**src/rtl/exil_defines.svh**
```systemverilog
`ifndef EXIL_DEFINES_SVH
`define EXIL_DEFINES_SVH

// ----------------------------------------
// Widths, reset values and sense codes
// ----------------------------------------
`define EXIL_PORTA_W      4
`define EXIL_SYNC_RST     1'b1
`define EXIL_LATCH_RST    1'b0
`define EXIL_SENS_EDGE    1'b0
`define EXIL_SENS_LEVEL   1'b1

`endif

```
**src/rtl/exil_pkg.sv**
```systemverilog
package exil_pkg;
   // One-hot sequencing of the interrupt entry
   typedef enum logic [2:0] {
      EXIL_IDLE  = 3'b001,
      EXIL_ENTER = 3'b010,
      EXIL_VECT  = 3'b100
   } exil_state_t;

   typedef enum logic [1:0] {
      EXIL_SRC_NONE = 2'b00,
      EXIL_SRC_TRAP = 2'b01,
      EXIL_SRC_EXT  = 2'b10
   } exil_src_t;
endpackage : exil_pkg

```
**src/rtl/exil_sync_if.sv**
```systemverilog
`timescale 1ns/1ps
interface exil_sync_if;
   logic pin_level;   // Filtered level, valid when agreed
   logic pin_fall;    // One-cycle pulse on agreed falling change
   modport src  (output pin_level, output pin_fall);
   modport sink (input  pin_level, input  pin_fall);
endinterface : exil_sync_if

```
**src/rtl/exil_pin_sync.sv**
```systemverilog
`timescale 1ns/1ps
`include "exil_defines.svh"
module exil_pin_sync (
   input  wire logic     clk,     // System clock
   input  wire logic     rst_n,   // Async reset, active low
   input  wire logic     pin_in,  // Raw asynchronous pin
   exil_sync_if.src      sync     // Filtered level and fall pulse
);
   import exil_pkg::*;

   logic s1_r;
   logic s2_r;
   logic s3_r;

   // ----------------------------------------
   // Three-stage synchroniser
   // ----------------------------------------
   always_ff @(posedge clk or negedge rst_n) begin
      if (!rst_n) begin
         s1_r <= `EXIL_SYNC_RST;
         s2_r <= `EXIL_SYNC_RST;
         s3_r <= `EXIL_SYNC_RST;
      end else begin
         s1_r <= pin_in;
         s2_r <= s1_r;
         s3_r <= s2_r;
      end
   end

   // Level moves only when stages two and three agree
   always_ff @(posedge clk or negedge rst_n) begin
      if (!rst_n) begin
         sync.pin_level <= `EXIL_SYNC_RST;
         sync.pin_fall  <= 1'b0;
      end else begin
         sync.pin_fall <= 1'b0;
         if (s2_r == s3_r) begin
            sync.pin_level <= s3_r;
            sync.pin_fall  <= sync.pin_level & ~s3_r;
         end
      end
   end
endmodule : exil_pin_sync

```
**src/rtl/exil_latch.sv**
```systemverilog
`timescale 1ns/1ps
`include "exil_defines.svh"
// Operation
// - The soft trap instruction raises an interrupt that no mask or enable can block.
// - External requests come from the request pin and the four port A request pins.
// - External requests are blocked while the CPU mask flag is set or the enable bit is clear.
// - At instruction end the latch is tested first, mask and enable only when it is set.
// - External entry starts only with latch set, mask flag clear and enable bit set.
// - The latch is cleared during the external entry's vector fetch so a new request can be caught.
// - A request caught in service is taken once return from interrupt clears the mask.
// - An option bit picks falling-edge-only or falling-edge-plus-low sensitivity.
// - In edge-plus-level mode a fall or a held low sets the latch.
// - In edge-plus-level mode the request stays while any wired-OR source holds the pin low.
// - In edge-only mode only a request pin fall or a port A rise sets the latch.
// - In edge-only mode a new request needs the pin to rise and fall again.
// - With port A requests enabled, any high port A pin hides the request pin until all low.
module exil_latch (
   input  wire logic                     clk,              // 100 MHz clock
   input  wire logic                     rst_n,            // Async reset, active low
   input  wire logic                     ext_request_pin_n,// Request pin, active low
   input  wire logic [`EXIL_PORTA_W-1:0] port_a_request_pins, // Port A request pins
   input  wire logic                     port_a_irq_en,    // Port A request enable
   input  wire logic                     level_sense_opt,  // Option: 1 edge+level
   input  wire logic                     external_enable_bit, // External enable
   input  wire logic                     cpu_mask_flag,    // CPU global mask
   input  wire logic                     insn_done,        // Instruction boundary pulse
   input  wire logic                     soft_trap_instruction, // Trap executing
   input  wire logic                     vector_fetch,     // Vector fetch pulse
   output exil_pkg::exil_src_t           int_start_src,    // Source of entry started
   output logic                          int_start,        // Entry start pulse
   output logic                          ext_latch,        // Request latch state
   output logic                          ext_pending       // Latch and gates open
);
   import exil_pkg::*;

   exil_sync_if                  pin_if ();
   exil_sync_if                  pa_if [`EXIL_PORTA_W] ();
   logic [`EXIL_PORTA_W-1:0]     pa_lvl;
   logic                         level_opt_r;
   logic                         pa_block;
   logic                         req_set;
   logic                         ext_ok;
   exil_state_t                  state_r;

   // ----------------------------------------
   // Pin conditioning
   // ----------------------------------------
   exil_pin_sync u_irq_sync (
      .clk    (clk),
      .rst_n  (rst_n),
      .pin_in (ext_request_pin_n),
      .sync   (pin_if.src)
   );

   genvar gi;
   generate
      for (gi = 0; gi < `EXIL_PORTA_W; gi++) begin : g_pa
         exil_pin_sync u_pa_sync (
            .clk    (clk),
            .rst_n  (rst_n),
            .pin_in (port_a_request_pins[gi]),
            .sync   (pa_if[gi].src)
         );
         assign pa_lvl[gi] = pa_if[gi].pin_level;
      end
   endgenerate

   // Option strap caught after reset release, not under reset
   logic opt_taken_r;
   always_ff @(posedge clk or negedge rst_n) begin
      if (!rst_n) begin
         level_opt_r <= `EXIL_SENS_EDGE;
         opt_taken_r <= 1'b0;
      end else if (!opt_taken_r) begin
         level_opt_r <= level_sense_opt;
         opt_taken_r <= 1'b1;
      end
   end

   // Port A high forces the request pin to look idle; also a port A
   // rising level is itself a request source
   assign pa_block = port_a_irq_en && (|pa_lvl);

   // Resets high: port A syncs leave reset at 1, so a low start
   // would read their settling as a rising request
   logic pa_any_r;
   always_ff @(posedge clk or negedge rst_n) begin
      if (!rst_n) pa_any_r <= 1'b1;
      else        pa_any_r <= pa_block;
   end

   always_comb begin
      req_set = 1'b0;
      if (!pa_block) begin
         if (pin_if.pin_fall)
            req_set = 1'b1;
         if (level_opt_r == `EXIL_SENS_LEVEL && !pin_if.pin_level)
            req_set = 1'b1;
      end
      if (pa_block && !pa_any_r)
         req_set = 1'b1;
   end

   // ----------------------------------------
   // Request latch
   // ----------------------------------------
   always_ff @(posedge clk or negedge rst_n) begin
      if (!rst_n)
         ext_latch <= `EXIL_LATCH_RST;
      else if (req_set)
         ext_latch <= 1'b1;       // Set beats the fetch clear
      else if (vector_fetch && state_r == EXIL_VECT)
         ext_latch <= 1'b0;
   end

   assign ext_ok = ext_latch && !cpu_mask_flag && external_enable_bit;

   always_ff @(posedge clk or negedge rst_n) begin
      if (!rst_n) ext_pending <= 1'b0;
      else        ext_pending <= ext_ok;
   end

   // ----------------------------------------
   // Entry sequencing
   // ----------------------------------------
   always_ff @(posedge clk or negedge rst_n) begin
      if (!rst_n) begin
         state_r       <= EXIL_IDLE;
         int_start     <= 1'b0;
         int_start_src <= EXIL_SRC_NONE;
      end else begin
         int_start <= 1'b0;
         case (state_r)
            EXIL_IDLE: begin
               if (soft_trap_instruction) begin
                  int_start     <= 1'b1;
                  int_start_src <= EXIL_SRC_TRAP;
                  state_r       <= EXIL_ENTER;
               end else if (insn_done && ext_latch) begin
                  if (ext_ok) begin
                     int_start     <= 1'b1;
                     int_start_src <= EXIL_SRC_EXT;
                     state_r       <= EXIL_VECT;
                  end
               end
            end
            EXIL_ENTER: begin
               if (vector_fetch) state_r <= EXIL_IDLE;
            end
            EXIL_VECT: begin
               if (vector_fetch) state_r <= EXIL_IDLE;
            end
            default: state_r <= EXIL_IDLE;
         endcase
      end
   end
endmodule : exil_latch

```
**config.mk**
```make
export PLATFORM = sky130hd
export DESIGN_NAME = exil_latch
export DESIGN_NICKNAME = d
export VERILOG_FILES = /design/src/rtl/exil_pkg.sv /design/src/rtl/exil_sync_if.sv /design/src/rtl/exil_pin_sync.sv /design/src/rtl/exil_latch.sv
export VERILOG_INCLUDE_DIRS = /design/src /design/src/rtl
export SDC_FILE = /design/constraint.sdc
export NUM_CORES = 1
export LEC_CHECK = 0
export ABC_CLOCK_PERIOD_IN_PS = 1000
export BUFFER_PORTS_ARGS = -buffer_cell sky130_fd_sc_hd__buf_2
export CAP_MARGIN = 30
export CELL_PAD_IN_SITES_DETAIL_PLACEMENT = 1
export CELL_PAD_IN_SITES_GLOBAL_PLACEMENT = 2
export CORE_AREA = 2 2 60 62
export DETAILED_ROUTE_END_ITERATION = 12
export DIE_AREA = 0 0 62 64
export PLACE_DENSITY = 0.76
export SLEW_MARGIN = 20
export SYNTH_ARGS = -nofsm -noshare
export SYNTH_HDL_FRONTEND = slang
export SYNTH_SLANG_ARGS = --single-unit
```
**constraint.sdc**
```tcl
create_clock -name clk -period 1 [get_ports clk]
set_input_delay 0.1 -clock clk [delete_from_list [all_inputs] [get_ports clk]]
set_output_delay 0.1 -clock clk [all_outputs]
set_load 0.005 [all_outputs]
```
# Yosys cells after proc, flatten, opt, wreduce, memory -nomap -nowiden
# Cells that the tools add are included.
# totals
ff_bits,32
latchBits,0
mem_bits_rw,0
romBits,0
input_bits,14
output_inout_bits,5
elab_cells,78
mem_count,0
# classes
n_addsub,0
multipliers,0
div,0
order_cmp,0
eq_ne,11
n_shift,0
n_mux,19
n_bitwise,2
n_reduce_logical,17
# op_table
cell,count
$mux 3,4
$mux 1,11
$logic_and 1x1->1,7
$mux 2,3
$ne 3x3->1 const B,2
$pmux 3 s2,1
$reduce_and 3->1,2
$reduce_bool 2->1,3
$eq 1x1->1,5
$reduce_or 4->1,1
$eq 3x1->1 const B,1
$eq 3x2->1 const B,1
$eq 3x3->1 const B,1
$logic_not 1->1,3
$ne 2x1->1 const B,1
$reduce_or 2->1,1
$and 1x1->1,1
$not 1->1,1

# Depth between registers and ports, before layout
# depth
depth_word,7
depth_mapped,3
depth_no_buf,3

# Cells and area by module
# Synthesis repeated with hierarchy kept, for this count alone.
# unflattened
hier_cells,74
area_unflattened_um2,1202.4
# modules_own_cells
module,n_inst,cells_each,area_each_um2,seq_area_each_um2
exil_pin_sync,5,7,148.9,130.1
exil_latch,1,39,457.9,277.8

# Least setup slack after synthesis
# No wires, ideal clock.
# synth_path
path_kind,flip-flop to flip-flop
startpoint,register state_r[0]
endpoint,register int_start_src[0]
setup_time_ps,121
t_arrival_ps,1022
required_ps,879
path_slack_ps,-143
stages_incl_launch_ff,4
path_buffers,0
period_less_slack_ps,1143
cell_sequence,dfstp_2 > nor3b_4 > nand2_1 > a22o_1
# synth_via
elab_chain_len,2
# synth_lines
item,line,rtl
"start, declared",exil_latch.sv:43,exil_state_t state_r;
"start signal, assigned",exil_latch.sv:128,state_r <= EXIL_IDLE;
"start signal, assigned",exil_latch.sv:138,state_r <= EXIL_ENTER;
"start signal, assigned",exil_latch.sv:143,state_r <= EXIL_VECT;
$eq 3x1->1,exil_latch.sv:133,case (state_r)
$reduce_and 3->1 (no source line),n/a,
"end signal, assigned",exil_latch.sv:130,int_start_src <= EXIL_SRC_NONE;
"end signal, assigned",exil_latch.sv:137,int_start_src <= EXIL_SRC_TRAP;
"end signal, assigned",exil_latch.sv:142,int_start_src <= EXIL_SRC_EXT;
"end, declared",exil_latch.sv:29,"output exil_pkg::exil_src_t int_start_src,"
# Every way passes these cells.
# A chain may end at the register's enable or synchronous reset.

# Worst setup path after layout
# layout_path
startpoint,register state_r[0]
endpoint,register int_start_src[1]
# Same word-level chain as after synthesis.

==> flow_summary.ini <==
[outcome]
status = finished, violations left
violations_in_the_final_reports = setup timing

[worst_setup_path]
cpMaxStageDelayCell = sky130_fd_sc_hd__dfstp_2
critPathBufInv = 1
r2r_slack_ns = -0.16
reg2reg_to = int_start_src[1]
cp_cell_sequence = nor3b_4 -> buf_4 -> a21oi_4 -> a21oi_2
cp_max_fo = 5
ff2ff_path_depth = 4
cp_top_family = flip-flops
timing.critical_path.slowest_cell_delay_ns = 0.54
r2r-start = state_r[0]
timing.critical_path.to_type = flop
crit_path_category = reg2reg
critical_path_required_ns = 1.26
crit_arrival_ns = 1.42
critical_path.startpoint_type = flop

[die]
placement_rows = 21
fp.dieH_um = 64
die-width_um = 62
area_of_the_die_um2 = 3968
num_io_pins = 19
core_area_um2 = 3284
floorplan.initialDensity = 0.3280

[clock_tree]
cts-root-buf = sky130_fd_sc_hd__clkbuf_4
cts-root-to-sink-buffers = 2
cts-buffers-inserted = 5
cts.reportedPaths.clkPinSlew_ns = 0.09
clock_sinks = 32
worstSkewPairLatency_ns = 0.32
htree_levels = 2
cts_tree = yes

[yosys]
ys_types = 24
number_of_instances_in_the_synthesized_netlist = 66
yosysSeqAreaShare = 0.7689
synth_cell_area_um2 = 1077
mappedNetlistNets = 80
synth_area_per_cell_um2 = 16.32
synth.ff_latch_count = 32
yosysWarnings = 0

[hold_path]
holdCritPathClass = in2reg
holdCritStartpoint = vector_fetch
whs_endpoint = state_r[0]
worst_hold_path.num_cells = 3

[timing]
timing.final.setup_violations = 8
finalWorstPathRequiredPeriod_ns = 1.162
final.setup.worst_slack_ns = -0.1621
fmax_mhz = 860.5
timing_max_transition_violations_final = 0
fin_worst_skew_ns = 0.005946
timing.hold.ws_ns = 0.09378
hold_viol = 0
min_period_over_period = 1.162
grt_setup_unrepaired = yes

[routing]
antenna_violating_nets_post_route = 0
routed_via_count_divided_by_cell_count = 4.323
sum_of_routed_wire_length_over_all_layers_mm = 1.985
remaining_drc_errors = 0
dr.pass1.iters = 2
avgRoutedWirePerCell_um = 12.56
drt_iter0_markers = 11
routed-via-count = 683

[placement]
gp_congestion = 0.7398
place.detailed.hpwl_mm = 1.307
port-buffer-count = 18

[grt]
grt_first_pass_wirelength_mm = 3.263
global_route.usage.total = 0.1172
antenna_found_initial = 0
grt.met1_usage = 0.1204
via_count_of_the_first_global_routing_pass = 754
grt_most_used_layer = met2
maximum_number_of_pins_on_one_net_before_global_route_repair = 20
grt.met2_usage = 0.1940
grt_use_met3 = 0.06073
grt.overflow.total = 0

[pwr]
vdd_ir_drop_max_mv = 0.8158
power_density_nw_per_um2 = 2061
power_uw = 3133
p_leak_uw = 0.0006481

[layout]
combined_area_of_the_multi_input_logic_cells_um2 = 271.5
layout.cells.most_common_list = 22 x sky130_fd_sc_hd__dfstp_2, 17 x sky130_fd_sc_hd__buf_2, 11 x sky130_fd_sc_hd__dlygate4sd3_1
antennaDiodeCount = 0
layout.area.seq_um2 = 828.3
num-nets-final = 125
syn_to_final_growth_pct = 41.12
drive_gt1_frac = 0.5446
post-route-util = 0.4629
final_common_cell = sky130_fd_sc_hd__dfstp_2
nFillCells = 340

[job]
timing.max_cap.violations = 0
## sequential cells by signal, summed over array words and instances (netlist names)
signal and cells:
level_opt_r 1, int_start 1, state_r 3, ext_pending 1, pa_any_r 1, ext_latch 1, u_irq_sync.s3_r 1, u_irq_sync.sync.pin_fall 1
g_pa.u_pa_sync.sync.pin_level 4, g_pa.u_pa_sync.s3_r 4, g_pa.u_pa_sync.s2_r 4, u_irq_sync.sync.pin_level 1, u_irq_sync.s2_r 1, g_pa.u_pa_sync.s1_r 4, int_start_src 2, opt_taken_r 1
u_irq_sync.s1_r 1
## routing by layer
| metal | routed length [um] | vias to the layer above |
|---|---|---|
| met5 | 0 | - |
| met2 | 1054 | 20 |
| met3 | 113 | 4 |
| met4 | 30 | 0 |
| li1 | - | 317 |
| met1 | 786 | 342 |
## cell usage after synthesis
| master | count | share of area |
|---|---|---|
| sky130_fd_sc_hd__inv_1 | 1 | 0.0035 |
| sky130_fd_sc_hd__o211ai_1 | 1 | 0.0070 |
| sky130_fd_sc_hd__nand2_1 | 3 | 0.010 |
| sky130_fd_sc_hd__o41ai_2 | 1 | 0.015 |
| sky130_fd_sc_hd__nor3_1 | 1 | 0.0046 |
| sky130_fd_sc_hd__mux2_2 | 1 | 0.010 |
| sky130_fd_sc_hd__dfstp_2 | 22 | 0.54 |
| sky130_fd_sc_hd__xnor2_1 | 1 | 0.0081 |
| sky130_fd_sc_hd__conb_1 | 1 | 0.0035 |
| sky130_fd_sc_hd__o31ai_1 | 1 | 0.0070 |
| sky130_fd_sc_hd__nand3b_1 | 1 | 0.0070 |
| sky130_fd_sc_hd__nor2_1 | 4 | 0.014 |
| sky130_fd_sc_hd__nor3b_1 | 2 | 0.014 |
| sky130_fd_sc_hd__and4b_1 | 1 | 0.0093 |
| sky130_fd_sc_hd__maj3_1 | 5 | 0.046 |
| sky130_fd_sc_hd__a22o_1 | 1 | 0.0081 |
| sky130_fd_sc_hd__a21oi_1 | 3 | 0.014 |
| sky130_fd_sc_hd__nor3b_4 | 1 | 0.017 |
| sky130_fd_sc_hd__o21ai_0 | 1 | 0.0046 |
| sky130_fd_sc_hd__o21a_1 | 1 | 0.0070 |
| sky130_fd_sc_hd__a31oi_1 | 1 | 0.0058 |
| sky130_fd_sc_hd__or3b_1 | 1 | 0.0081 |
| sky130_fd_sc_hd__nor2b_1 | 1 | 0.0058 |
| sky130_fd_sc_hd__dfrtp_1 | 10 | 0.23 |
## power by group
part	switching [uW]	internal, uW	leakage [uW]	total [uW]
registers	136	1510	0.000352	1640
clock network	403	413	0.0000386	817
logic	264	408	0.000257	672
## timing repair
action / 4_1_cts / 5_1_grt
endpoints found under the hold margin: 24 / 0
gates resized for setup: 2 / 3
setup endpoints to repair: 8 / 9
pin swaps: 2 / 2
hold buffers: 11 / 0
buffers inserted: 2 / 2
## stage by stage
| stage | instance area (um2) | std cells | TNS, ns | setup slack [ns] |
|---|---|---|---|---|
| floorplan | 1089 | 66 | -0.2706 | -0.1429 |
| global placement | 1286 | 135 | -0.2454 | -0.09986 |
| detailed placement | 1286 | 135 | -0.5296 | -0.1529 |
| CTS | 1490 | 156 | -0.7097 | -0.1639 |
| global route | 1520 | 158 | -1.166 | -0.2177 |
| finish | 1520 | 158 | -0.6957 | -0.1621 |
## cells by family (layout without fill, tap and decap cells)
logic type / after synthesis / count (layout) / synth area share
and+or+nand+nor: 15 / 15 / 0.09059
other: 1 / 1 / 0.003481
DFF: 32 / 32 / 0.7689
adders and majority gates: 5 / 5 / 0.04646
buffers and inverters: 1 / 47 / 0.003481
muxes: 1 / 1 / 0.01045
xor gates and xnor gates: 1 / 1 / 0.008132
AOI/OAI and AO/OA: 10 / 10 / 0.06853
## worst max-delay path by stage
| stage | start | cells after the start | end | slack [ns] |
|---|---|---|---|---|
| floorplan | state_r[0] | 3 | int_start_src[0] | -0.14 |
| global placement | state_r[0] | 3 | int_start_src[0] | -0.1 |
| detailed placement | state_r[0] | 3 | int_start_src[0] | -0.15 |
| CTS | state_r[0] | 3 | int_start_src[0] | -0.16 |
| global route | state_r[0] | 4 | int_start_src[1] | -0.22 |
| finish | state_r[0] | 4 | int_start_src[1] | -0.16 |
## worst min-delay path: stages
cell and delay (ns):
sky130_fd_sc_hd__buf_2 0.12, sky130_fd_sc_hd__nor3_1 0.06, sky130_fd_sc_hd__nor2_1 0.10
## final cells by class
cell class / count / share of cell area
Inverter: 1 / 0.002469
Sequential cell: 32 / 0.5449
Tap cell: 46 / 0.03786
Multi-Input combinational cell: 33 / 0.1786
Timing Repair Buffer: 38 / 0.1909
Clock buffer: 8 / 0.04527
(Power assumes the default switching activity.)
